<file path="src/rtl/dct_pkg.sv">
// Shared constants, types and helpers for the DDR2 command timing block
package dct_pkg;

    // ====================================================
    // Geometry
    localparam int NUM_BANKS = 4;
    localparam int BA_W = 2;
    localparam int PIN_W = 10;

    // ====================================================
    // Latencies counted in link clocks (CK) or half clocks
    localparam logic [3:0] CL_CK = 4'h3;
    // Row active minimum in CK; plain default, tune per speed grade
    localparam logic [3:0] T_RAS_CK = 4'h6;
    localparam int ODT_ON_HALF = 4;
    localparam int ODT_OFF_HALF = 5;

    // ====================================================
    // Reset values
    localparam logic [PIN_W-1:0] PIN_RST = 10'h000;
    localparam logic [3:0] CNT_RST = 4'h0;

    // ====================================================
    // Decoded command and power state
    typedef enum logic [2:0] {
        CMD_NOP, CMD_ACT, CMD_RD, CMD_WR, CMD_PRE, CMD_REF, CMD_MRS
    } dct_cmd_t;

    typedef enum logic [1:0] {
        PWR_ACTIVE, PWR_SELF_REF, PWR_PD_PRE, PWR_PD_ACT
    } dct_pwr_t;

    // Command truth table on the registered control pins
    function automatic dct_cmd_t dct_decode(input logic [3:0] c);
        dct_cmd_t r;
        r = CMD_NOP;
        if (c[3]) begin
            r = CMD_NOP;
        end else if (c[2:0] == 3'h3) begin
            r = CMD_ACT;
        end else if (c[2:0] == 3'h5) begin
            r = CMD_RD;
        end else if (c[2:0] == 3'h4) begin
            r = CMD_WR;
        end else if (c[2:0] == 3'h2) begin
            r = CMD_PRE;
        end else if (c[2:0] == 3'h1) begin
            r = CMD_REF;
        end else if (c[2:0] == 3'h0) begin
            r = CMD_MRS;
        end
        return r;
    endfunction : dct_decode

endpackage : dct_pkg

</file>
<file path="src/rtl/dct_bank_if.sv">
// Per-bank request and status bundle between top and bank tracker
`timescale 1ns/1ps
interface dct_bank_if;
    logic tick;
    logic act;
    logic pre_now;
    logic ap_req;
    logic row_open;
    logic pre_fire;

    modport ctl (
        output tick, act, pre_now, ap_req,
        input row_open, pre_fire
    );
    modport bank (
        input tick, act, pre_now, ap_req,
        output row_open, pre_fire
    );
endinterface : dct_bank_if

</file>
<file path="src/rtl/dct_bank.sv">
// One bank: open row, row-active timer and auto-precharge lockout
`timescale 1ns/1ps
module dct_bank
    import dct_pkg::*;
(
    // Clock and control
    input wire logic ref_clk,
    input wire logic reset,
    input wire logic ce,
    // Requests and status
    dct_bank_if.bank bif
);

    logic row_open_ff, nxt_row_open;
    logic ap_pend_ff, nxt_ap_pend;
    logic pre_fire_ff, nxt_pre_fire;
    logic by_ap_ff, nxt_by_ap;
    logic [3:0] ras_cnt_ff, nxt_ras_cnt;
    logic ras_done;

    assign ras_done = (ras_cnt_ff == T_RAS_CK);
    assign bif.row_open = row_open_ff;
    assign bif.pre_fire = pre_fire_ff;

    // ====================================================
    // Row state and lockout
    always_comb begin
        nxt_row_open = row_open_ff;
        nxt_ap_pend = ap_pend_ff;
        nxt_ras_cnt = ras_cnt_ff;
        nxt_pre_fire = 1'b0;
        nxt_by_ap = by_ap_ff;
        if (bif.tick) begin
            // Timer saturates so a long-open row stays unlocked
            if (row_open_ff && !ras_done) begin
                nxt_ras_cnt = ras_cnt_ff + 4'h1;
            end
            if (bif.act) begin
                nxt_row_open = 1'b1;
                nxt_ras_cnt = CNT_RST;
                nxt_ap_pend = 1'b0;
            end else if (row_open_ff && bif.pre_now) begin
                nxt_row_open = 1'b0;
                nxt_ap_pend = 1'b0;
                nxt_pre_fire = 1'b1;
                nxt_by_ap = 1'b0;
            end else if (row_open_ff && (bif.ap_req || ap_pend_ff)) begin
                // Early auto precharge is taken and parked, not refused
                if (ras_done) begin
                    nxt_row_open = 1'b0;
                    nxt_ap_pend = 1'b0;
                    nxt_pre_fire = 1'b1;
                    nxt_by_ap = 1'b1;
                end else begin
                    nxt_ap_pend = 1'b1;
                end
            end
        end
    end

    always_ff @(posedge ref_clk or posedge reset) begin
        if (reset) begin
            row_open_ff <= 1'b0;
            ap_pend_ff <= 1'b0;
            pre_fire_ff <= 1'b0;
            by_ap_ff <= 1'b0;
            ras_cnt_ff <= CNT_RST;
        end else if (ce) begin
            row_open_ff <= nxt_row_open;
            ap_pend_ff <= nxt_ap_pend;
            pre_fire_ff <= nxt_pre_fire;
            by_ap_ff <= nxt_by_ap;
            ras_cnt_ff <= nxt_ras_cnt;
        end
    end

    // ====================================================
    // Checks
    property p_ap_after_ras;
        @(posedge ref_clk) disable iff (reset)
        (pre_fire_ff && by_ap_ff) |-> (ras_cnt_ff == T_RAS_CK);
    endproperty
    a_ap_after_ras: assert property (p_ap_after_ras)
        else $error("internal precharge before row active time");

    property p_ap_parked;
        @(posedge ref_clk) disable iff (reset)
        (ce && bif.tick && bif.ap_req && row_open_ff && !ras_done
            && !bif.act && !bif.pre_now) |=> (ap_pend_ff && row_open_ff);
    endproperty
    a_ap_parked: assert property (p_ap_parked)
        else $error("early auto precharge request was lost");

    property p_close_fires;
        @(posedge ref_clk) disable iff (reset)
        $fell(row_open_ff) |-> pre_fire_ff;
    endproperty
    a_close_fires: assert property (p_close_fires)
        else $error("row closed without internal precharge");

    c_ap_lockout: cover property (@(posedge ref_clk) disable iff (reset)
        pre_fire_ff && by_ap_ff);

endmodule : dct_bank

</file>
<file path="src/rtl/dct_top.sv">
// DDR2 device-side command registration and timing behaviour
// How it works
// - Read or write with auto precharge is accepted before row time.
// - Internal precharge from auto precharge waits until the bank's row active time passed.
// - First read data appears CAS latency clocks after the read.
// - Termination turns off 2.5 clocks after ODT is registered low.
`timescale 1ns/1ps
module dct_top
    import dct_pkg::*;
(
    // Clock, reset and enable
    input wire logic ref_clk,
    input wire logic reset,
    input wire logic ce,
    // Link pins from the memory controller
    input wire logic ck_pin,
    input wire logic cke_pin,
    input wire logic cs_n_pin,
    input wire logic ras_n_pin,
    input wire logic cas_n_pin,
    input wire logic we_n_pin,
    input wire logic [BA_W-1:0] ba_pin,
    input wire logic a10_pin,
    input wire logic odt_pin,
    // Device state
    output logic rd_start,
    output logic odt_on,
    output logic cke_level,
    output logic freq_ok,
    output logic [NUM_BANKS-1:0] bank_open,
    output logic [NUM_BANKS-1:0] int_pre
);

    logic [PIN_W-1:0] pin_raw, pin_s1_ff, pin_s2_ff;
    logic ck_prev_ff;
    logic ck_s, cke_s, odt_s, a10_s;
    logic [3:0] ctl_s;
    logic [BA_W-1:0] ba_s;
    logic rise, fall, half;
    dct_cmd_t cmd;
    logic cmd_ok;

    // ====================================================
    // Pin synchroniser and link clock edges
    assign pin_raw = {ck_pin, cke_pin, cs_n_pin, ras_n_pin, cas_n_pin,
        we_n_pin, ba_pin, a10_pin, odt_pin};
    assign ck_s = pin_s2_ff[9];
    assign cke_s = pin_s2_ff[8];
    assign ctl_s = pin_s2_ff[7:4];
    assign ba_s = pin_s2_ff[3:2];
    assign a10_s = pin_s2_ff[1];
    assign odt_s = pin_s2_ff[0];

    // Two stages on every pin so the command word is skew-matched
    always_ff @(posedge ref_clk or posedge reset) begin
        if (reset) begin
            pin_s1_ff <= PIN_RST;
            pin_s2_ff <= PIN_RST;
            ck_prev_ff <= 1'b0;
        end else if (ce) begin
            pin_s1_ff <= pin_raw;
            pin_s2_ff <= pin_s1_ff;
            ck_prev_ff <= ck_s;
        end
    end

    assign rise = ck_s && !ck_prev_ff;
    assign fall = !ck_s && ck_prev_ff;
    assign half = rise || fall;

    // ====================================================
    // Command registration, gated by registered CKE
    logic cke_ff, nxt_cke;
    dct_pwr_t pwr_ff, nxt_pwr;
    logic freq_ok_ff, nxt_freq_ok;
    logic any_open;

    assign cmd = dct_decode(ctl_s);
    assign cmd_ok = rise && cke_ff && cke_s;
    assign any_open = |bank_open;

    always_comb begin
        nxt_cke = cke_ff;
        nxt_pwr = pwr_ff;
        if (rise) begin
            nxt_cke = cke_s;
            if (cke_ff && !cke_s) begin
                // Refresh with CKE falling enters self refresh
                if (cmd == CMD_REF) begin
                    nxt_pwr = PWR_SELF_REF;
                end else if (any_open) begin
                    nxt_pwr = PWR_PD_ACT;
                end else begin
                    nxt_pwr = PWR_PD_PRE;
                end
            end else if (!cke_ff && cke_s) begin
                nxt_pwr = PWR_ACTIVE;
            end
        end
        case (nxt_pwr)
            PWR_SELF_REF: nxt_freq_ok = 1'b1;
            PWR_PD_PRE: nxt_freq_ok = 1'b1;
            default: nxt_freq_ok = 1'b0;
        endcase
    end

    always_ff @(posedge ref_clk or posedge reset) begin
        if (reset) begin
            // CKE reads low at reset: the system reset condition
            cke_ff <= 1'b0;
            pwr_ff <= PWR_SELF_REF;
            freq_ok_ff <= 1'b1;
        end else if (ce) begin
            cke_ff <= nxt_cke;
            pwr_ff <= nxt_pwr;
            freq_ok_ff <= nxt_freq_ok;
        end
    end

    assign cke_level = cke_ff;
    assign freq_ok = freq_ok_ff;

    // ====================================================
    // Bank trackers
    dct_bank_if bif[NUM_BANKS] ();

    for (genvar g = 0; g < NUM_BANKS; g++) begin : g_bank
        logic hit;
        assign hit = (ba_s == BA_W'(g));
        assign bif[g].tick = rise;
        assign bif[g].act = cmd_ok && (cmd == CMD_ACT) && hit;
        // Precharge all reaches every bank at once
        assign bif[g].pre_now = cmd_ok && (cmd == CMD_PRE) && (a10_s || hit);
        assign bif[g].ap_req = cmd_ok && a10_s && hit
            && ((cmd == CMD_RD) || (cmd == CMD_WR));
        assign bank_open[g] = bif[g].row_open;
        assign int_pre[g] = bif[g].pre_fire;
        dct_bank u_bank (
            .ref_clk(ref_clk),
            .reset(reset),
            .ce(ce),
            .bif(bif[g])
        );
    end

    // ====================================================
    // Read latency pipe, one stage per link clock
    logic [CL_CK-1:0] rd_pipe_ff, nxt_rd_pipe;
    logic rd_start_ff, nxt_rd_start;

    always_comb begin
        nxt_rd_pipe = rd_pipe_ff;
        nxt_rd_start = 1'b0;
        if (rise) begin
            nxt_rd_pipe = {rd_pipe_ff[CL_CK-2:0], cmd_ok && (cmd == CMD_RD)};
            nxt_rd_start = rd_pipe_ff[CL_CK-1];
        end
    end

    always_ff @(posedge ref_clk or posedge reset) begin
        if (reset) begin
            rd_pipe_ff <= '0;
            rd_start_ff <= 1'b0;
        end else if (ce) begin
            rd_pipe_ff <= nxt_rd_pipe;
            rd_start_ff <= nxt_rd_start;
        end
    end

    assign rd_start = rd_start_ff;

    // ====================================================
    // Termination delays counted in half link clocks
    // Half-clock steps follow the real duty cycle of the link clock
    logic odt_reg_ff, nxt_odt_reg;
    logic [ODT_OFF_HALF-1:0] odt_hist_ff, nxt_odt_hist;
    logic odt_on_ff, nxt_odt_on;

    always_comb begin
        nxt_odt_reg = odt_reg_ff;
        nxt_odt_hist = odt_hist_ff;
        nxt_odt_on = odt_on_ff;
        if (rise) begin
            nxt_odt_reg = odt_s;
        end
        if (half) begin
            nxt_odt_hist = {odt_hist_ff[ODT_OFF_HALF-2:0], nxt_odt_reg};
            // Turn-on after 2 clocks, turn-off after 2.5
            if (odt_on_ff) begin
                nxt_odt_on = odt_hist_ff[ODT_OFF_HALF-1];
            end else begin
                nxt_odt_on = odt_hist_ff[ODT_ON_HALF-1];
            end
        end
    end

    always_ff @(posedge ref_clk or posedge reset) begin
        if (reset) begin
            odt_reg_ff <= 1'b0;
            odt_hist_ff <= '0;
            odt_on_ff <= 1'b0;
        end else if (ce) begin
            odt_reg_ff <= nxt_odt_reg;
            odt_hist_ff <= nxt_odt_hist;
            odt_on_ff <= nxt_odt_on;
        end
    end

    assign odt_on = odt_on_ff;

    // ====================================================
    // Checks
    property p_rd_enter;
        @(posedge ref_clk) disable iff (reset)
        (ce && cmd_ok && cmd == CMD_RD) |=> rd_pipe_ff[0];
    endproperty
    a_rd_enter: assert property (p_rd_enter)
        else $error("read command not entered in latency pipe");

    property p_rd_out;
        @(posedge ref_clk) disable iff (reset)
        rd_start_ff |-> ($past(rise) && $past(rd_pipe_ff[CL_CK-1]));
    endproperty
    a_rd_out: assert property (p_rd_out)
        else $error("read data start not at CAS latency");

    property p_odt_off;
        @(posedge ref_clk) disable iff (reset)
        $fell(odt_on_ff) |-> ($past(half)
            && !$past(odt_hist_ff[ODT_OFF_HALF-1]));
    endproperty
    a_odt_off: assert property (p_odt_off)
        else $error("termination dropped before 2.5 clocks");

    property p_odt_hold;
        @(posedge ref_clk) disable iff (reset)
        (odt_on_ff && odt_hist_ff[ODT_OFF_HALF-1]) |=> odt_on_ff;
    endproperty
    a_odt_hold: assert property (p_odt_hold)
        else $error("termination released while still requested");

    property p_freq_ok;
        @(posedge ref_clk) disable iff (reset)
        freq_ok_ff |-> (!cke_ff && !(pwr_ff == PWR_PD_ACT));
    endproperty
    a_freq_ok: assert property (p_freq_ok)
        else $error("frequency change window with CKE high");

    c_read: cover property (@(posedge ref_clk) disable iff (reset)
        rd_start_ff);
    c_odt: cover property (@(posedge ref_clk) disable iff (reset)
        $fell(odt_on_ff));
    c_self_ref: cover property (@(posedge ref_clk) disable iff (reset)
        pwr_ff == PWR_SELF_REF && $past(pwr_ff) == PWR_ACTIVE);

endmodule : dct_top

</file>
<file path="config.mk">
export PLATFORM = sky130hd
export DESIGN_NAME = dct_top
export DESIGN_NICKNAME = d
export VERILOG_FILES = /design/src/rtl/dct_pkg.sv /design/src/rtl/dct_bank_if.sv /design/src/rtl/dct_bank.sv /design/src/rtl/dct_top.sv
export SDC_FILE = /design/constraint.sdc
export NUM_CORES = 1
export LEC_CHECK = 0
export CELL_PAD_IN_SITES_DETAIL_PLACEMENT = 0
export CELL_PAD_IN_SITES_GLOBAL_PLACEMENT = 1
export CORE_MARGIN = 2
export CORE_UTILIZATION = 35
export CTS_BUF_LIST = sky130_fd_sc_hd__clkbuf_4
export DETAILED_ROUTE_END_ITERATION = 10
export DONT_BUFFER_PORTS = 1
export PLACE_DENSITY = 0.59
export SYNTH_ARGS = -nofsm -noshare
export SYNTH_HDL_FRONTEND = slang
export SYNTH_SLANG_ARGS = --single-unit
</file>
<file path="constraint.sdc">
create_clock -name ref_clk -period 2.05 [get_ports ref_clk]
set_input_delay 0.3075 -clock ref_clk [delete_from_list [all_inputs] [get_ports ref_clk]]
set_output_delay 0.3075 -clock ref_clk [all_outputs]
set_load 0.01 [all_outputs]
</file>
# After elaboration in Yosys (flattened, before gate mapping)
# Index checks and enable logic that the tools add are counted.
[classes]
reduce_logical = 86
mul = 0
n_bitwise = 0
div = 0
shifts = 0
n_eq_ne = 19
n_lt_le_gt_ge = 0
addsub = 4
mux = 76
[op_table]
columns = ["cell", "n"]
rows = [
  ["2-to-1 mux 1 bit", 57],
  ["logical AND 1 bit", 38],
  ["2-to-1 mux 4 bit", 8],
  ["AND reduction 3 bit", 8],
  ["nonzero test 3 bit", 8],
  ["2-to-1 mux 3 bit", 7],
  ["adder 4 x 1 -> 4 bit (second input constant)", 4],
  ["== test 4 x 3 -> 1 bit (second input constant)", 4],
  ["AND reduction 4 bit", 4],
  ["== test 3 x 2 -> 1 bit (second input constant)", 4],
  ["== test 3 bit (second input constant)", 4],
  ["logical OR 1 bit", 10],
  ["logical NOT 1 bit", 8],
  ["2-to-1 mux 2 bit", 4],
  ["nonzero test 2 bit", 4],
  ["== test 2 bit (second input constant)", 3],
  ["== test 3 x 1 -> 1 bit (second input constant)", 2],
  ["== test 2 x 1 -> 1 bit (second input constant)", 2],
  ["AND reduction 2 bit", 2],
  ["OR reduction 4 bit", 1],
  ["logical NOT 3 bit", 1],
  ["logical NOT 2 bit", 1],
  ["OR reduction 2 bit", 1],
]
[totals]
latch_bits = 0
memories = 0
wordCells = 212
romBits = 0
ramBits = 0
reg_bits = 64
out_inout_bits = 12

# Longest topological paths before layout
[logic_depth]
ltp_word = 17
ltp_mapped = 8

# Modules after synthesis
# A second synthesis with hierarchy kept.
[hier_totals]
cells_unflattened = 343
area_unflattened_um2 = 3593.4
[by_module_without_submodules]
columns = ["mod", "area_per_inst_um2", "seq_area_each_um2", "cells_per_inst", "instances"]
rows = [
  ["dct_bank", 473.0, 175.2, 49, 4],
  ["dct_top", 1701.6, 903.4, 147, 1],
]

# Worst setup path before layout
# Ideal clock, no wire load.
[synth_timing]
kind = "register to register"
startpoint = "reg ck_prev_ff"
endpoint = "reg g_bank[2].u_bank.ras_cnt_ff[0]"
n_path_buf = 1
stages_incl_launch_ff = 9
t_required_ps = 1932
arrival_ps = 1511
period_less_slack_ps = 1629
setup_ps = 118
path_slack_ps = 421
path_cell_list = "dfrtp_1 > inv_1 > ha_1 > and2_1 > clkbuf_1 > nand3_4 > nor2_1 > a21oi_1 > a21o_1"
[synth_between]
elab_chain_len = 8
elab_cells_between_ends = 9
[synth_lines]
columns = ["item", "line", "text"]
rows = [
  ["start: declaration", "dct_top.sv:35", "logic ck_prev_ff;"],
  ["start signal: assignment", "dct_top.sv:63", "ck_prev_ff <= ck_s;"],
  ["logical NOT 1 bit (*)", "dct_top.sv:67", "assign rise = ck_s && !ck_prev_ff;"],
  ["logical AND 1 bit (*)", "dct_top.sv:67", ""],
  ["logical AND 1 bit (2 in series)", "dct_top.sv:79", "assign cmd_ok = rise && cke_ff && cke_s;"],
  ["logical AND 1 bit (2 in series)", "dct_top.sv:131", "assign bif[g].act = cmd_ok && (cmd == CMD_ACT) && hit;"],
  ["nonzero test 2 bit (no source line)", "-", ""],
  ["AND reduction 3 bit (no source line)", "-", ""],
  ["end signal: assignment", "dct_bank.sv:73", "ras_cnt_ff <= nxt_ras_cnt;"],
  ["end: declaration", "dct_bank.sv:18", "logic [3:0] ras_cnt_ff, nxt_ras_cnt;"],
]
# Every way passes the cells marked *; elsewhere a longest branch is shown, timed or not.
# A chain may end at the register's enable or synchronous reset.

# Worst setup path in the final report
[layout_timing]
startpoint = "reg ck_prev_ff"
endpoint = "reg g_bank[0].u_bank.ras_cnt_ff[1]"
[layout_between]
elab_chain_len = 8
elab_cells_between_ends = 9
[layout_lines]
columns = ["item", "line"]
rows = [
  ["logical NOT 1 bit (*)", "dct_top.sv:67"],
  ["logical AND 1 bit (*)", "dct_top.sv:67"],
  ["logical AND 1 bit (2 in series)", "dct_top.sv:79"],
  ["logical AND 1 bit (2 in series)", "dct_top.sv:131"],
  ["nonzero test 2 bit (no source line)", "-"],
  ["AND reduction 3 bit (no source line)", "-"],
  ["end signal: assignment", "dct_bank.sv:73"],
  ["end: declaration", "dct_bank.sv:18"],
]
# Marks and branches as above.

==> summary.md <==
| Metric | Value |
|---|---|
| DRC violations left | 0 |
| Clk pwr share | 0.259 |
| Design Power | 2831 uW |
| Vias in the first global route | between 2,000 and 2,500 |
| 1st-iter DRT viols | 83 |
| Met3 wire length | between 200 and 250 microns |
| Commonest non-fill, non-tap cell in the layout | dfrtp_1 |
| Share of cells above drive strength 1 | 0.1969 |
| Synth warn | 0 |
| Ys async rst share | 1.000 |
| # fillers | 922 |
| Nature of the critical path endpoint | flop |
| Post-synthesis mux area share | 0.08197 |
| Leak | 0.001565 uW |
| Max IR drop VDD | 0.5808 mV |
| Worst-Skew Late Latency | 420 ps |
| Synthesized-area fraction occupied by and/or/nand/nor cells | 0.1986 |
| Largest area contributor in the netlist | dfrtp_1 |
| Largest net degree at the start of global routing | 65 |
| Final Setup Violations | 0 |
| Post-synth cell types | a little under 50 |
| Synthesized cell area | roughly 3300 sq um |
| Clk slew on worst S/H paths | roughly 120 ps |
| Sw power | between 900 and 1000 uW |
| Worst hold path stage count | 1 |
| Main combinational cell family by area after synthesis | simple AND/OR/NAND/NOR gates |
| Met2 Wirelength | 3207 microns |
| CTS root buf | clkbuf_4 |
| Num rows | 35 |
| Flop pwr share | 0.558 |
| Worst setup SP type | flop |
| CTS tree | yes |
| Final antenna-violating net count | 0 |
| Post-synthesis xor/xnor area fraction | 0.02135 |
| Crit path max fanout | 8 |
| Post-synth EDFFs | 0 |
| Final Cycle Share | 0.9083 |
| Aggregate global routing overflow | 0 |
| Reg2Reg Depth | 7 |
| Synth-to-Final Area Change | 9.150% |
| Synth Area in Adders | 0.03431 |
| H-tree depth | 3 |
| Num CTS Buffers | 9 |
| Total routed wirelength | just under 7000 microns |
| Synthesized instance count | around 310 |
| # diodes | 0 |
| WL per Instance | 15.61 microns |
| Sw frac | 0.3183 |
| Status | completed |
| Rel. slew slack | 0.6707 |
| Post-synthesis sequential area ratio | 0.4888 |
| Post-synth top flop | dfrtp_1 |
| Wl on met1 | 3302 microns |
| Hold WC Path Type | input port to flop |
| Top sig layer | met4 |
| Synth Net Count | 336 |
| Ports | 25 |
| Synth top area share | 0.4727 |
| Clock skew | roughly 15 ps |
| Final Critical Period | 1862 ps |
| First-pass GRT wire length | approximately 12,000 microns |
| Post-synthesis register bit count | 64 |
| Clock tree buffer depth | 2 |
| Max Freq | roughly 540 MHz |
| Chip Width | 100.8 microns |
| Total power density per cell area | around 790 nW/um^2 |
| Synth Area in Compound Gates | 0.1182 |
| Critical Path AT | 2160 ps |
| Gp weighted congestion | 0.7735 |
| P_int | 1930 uW |
| Detailed Place HPWL | 4601 microns |
| Max-Cap Viols | 0 |
| Die area | 10,170 sq um |
| Chip Height | 100.8 microns |
| Fin. Hold Viols | 0 |
| RSZ-0062 raised after global routing | false |
| Syn_area_per_cell | 10.45 sq um |
| Synth area leaders | dfrtp_1, mux2_2, nand2_1 |
| Post-CTS Setup Bufs | 0 |
| IO Port Bufs | 0 |
| Post-route setup TNS | 0 ps |
| Core area | between 9000 and 10,000 sq um |
| First-pass detailed-route iteration total | 4 |
| Total Nets Final | between 300 and 400 |
| Commonest cells after routing, fill and taps aside | dfrtp_1, nand2_1, mux2_2 |
| Clk sinks | 64 |
| Via density | 5.266 |
| Vias | 2,296 |
| Combinational Power Share | 0.182 |
| Worst slew pin tran | ~490 ps |
| Antenna violations before repair | 0 |
| Worst EP required | 2340 ps |
| Starting density of the core | 0.3586 |
| Kind of critical path | flop to flop |
| GRT Overall Usage | 0.1482 |
| Final slew viol count | 0 |
logic make-up (layout without fill, tap and decap cells):
group | Yosys count | in the layout
simple gates | 115 | 115
mux | 24 | 24
compound gates | 58 | 58
flops | 64 | 64
fa+ha+maj | 9 | 9
xor+xnor | 8 | 8
buf+inv | 36 | 47
state kept, by name, summed over array words and instances, names as in the netlist, 2 cells and up:
name,cells
g_bank.u_bank.ras_cnt_ff,16
pin_s2_ff,10
g_bank.u_bank.ap_pend_ff,4
g_bank.u_bank.bif.pre_fire,4
odt_hist_ff,5
rd_pipe_ff,3
g_bank.u_bank.bif.row_open,4
pwr_ff,2
pin_s1_ff,10
worst max-delay path, cell delays in order (launching register included):
cell and delay (ps):
dfrtp_1 380, inv_1 60, ha_1 280, and2_2 270, nand3_4 170, nor4_2 350, nand3b_1 160, o31ai_1 70
per-layer routing:
metal / vias to the layer above / global-route usage
met4: 0 / 0.05058
met2: 32 / 0.2287
met5: - / 0
met1: 1142 / 0.2005
met3: 9 / 0.04092
li1: 1113 / -
per-stage QoR:
stage	hold slack, ps	area [sq um]	util	cells	worst slack (ps)
5_1_grt	1.185	3582	0.3914	436	40.96
3_5_place_dp	300.4	3356	0.3666	410	160.8
2_1_floorplan	438.6	3282	-	314	147.7
6_report	35.72	3582	0.3914	436	187.9
3_3_place_gp	297.4	3356	0.3666	410	164.3
4_1_cts	6.937	3512	0.3837	430	110.1
final timing paths:
check                           slack [ps]                        endpoint           from
worst max-delay path                   190  g_bank[0].u_bank.ras_cnt_ff[1]     ck_prev_ff
worst min-delay path                    40                    pin_s2_ff[5]             ce
worst max register to register         190  g_bank[0].u_bank.ras_cnt_ff[1]     ck_prev_ff
worst min register to register         480                   rd_pipe_ff[2]  rd_pipe_ff[1]
max in group asynchronous             1340                       pwr_ff[0]          reset
min in group asynchronous              390                    pin_s1_ff[7]          reset
synth_stat cells, types with 3 or more instances:
master	n
dfrtp_1	62
nand2_1	36
mux2_2	23
nor2_1	18
inv_1	13
o21ai_0	12
ha_1	9
buf_4	8
xor2_1	8
a21oi_1	6
nand3_1	6
nand3b_1	6
nor3_1	6
o21ai_1	6
o22ai_1	6
a22o_1	5
buf_2	5
clkbuf_1	5
nand2b_1	5
nand4_1	5
nor2b_1	5
o31ai_1	5
and3b_1	4
a21o_1	3
a31oi_1	3
and2_1	3
and3_1	3
and4bb_2	3
buf_1	3
nand4b_1	3
nor3_2	3
o21a_1	3
layout make-up:
class                           instances  area [sq um]  area share
Clock buffer                            9         67.56     0.01886
Clock inverter                          7         48.80     0.01362
Sequential cell                        64          1604      0.4478
Timing Repair Buffer                   18         172.7     0.04820
Multi-Input combinational cell        214          1501      0.4191
Inverter                               13         48.80     0.01362
Tap cell                              111         138.9     0.03877
power groups by stage:
| stage | Combinational, uW | Sequential, uW | Clock, uW |
|---|---|---|---|
| finish | 516 | 1580 | 734 |
| global route | 592 | 1610 | 822 |
| global placement | 495 | 1610 | 0 |
| CTS | 515 | 1580 | 777 |
| detailed placement | 501 | 1610 | 0 |
| floorplan | 437 | 1550 | 0 |
what timing repair did:
| action | CTS | global route |
|---|---|---|
| hold buffers | 4 | 6 |
| endpoints found under the setup margin | 0 | 6 |
| hold endpoints to repair | 71 | 9 |
| gates resized for setup | 0 | 3 |
Note: power is estimated with default switching activity, not from simulation.
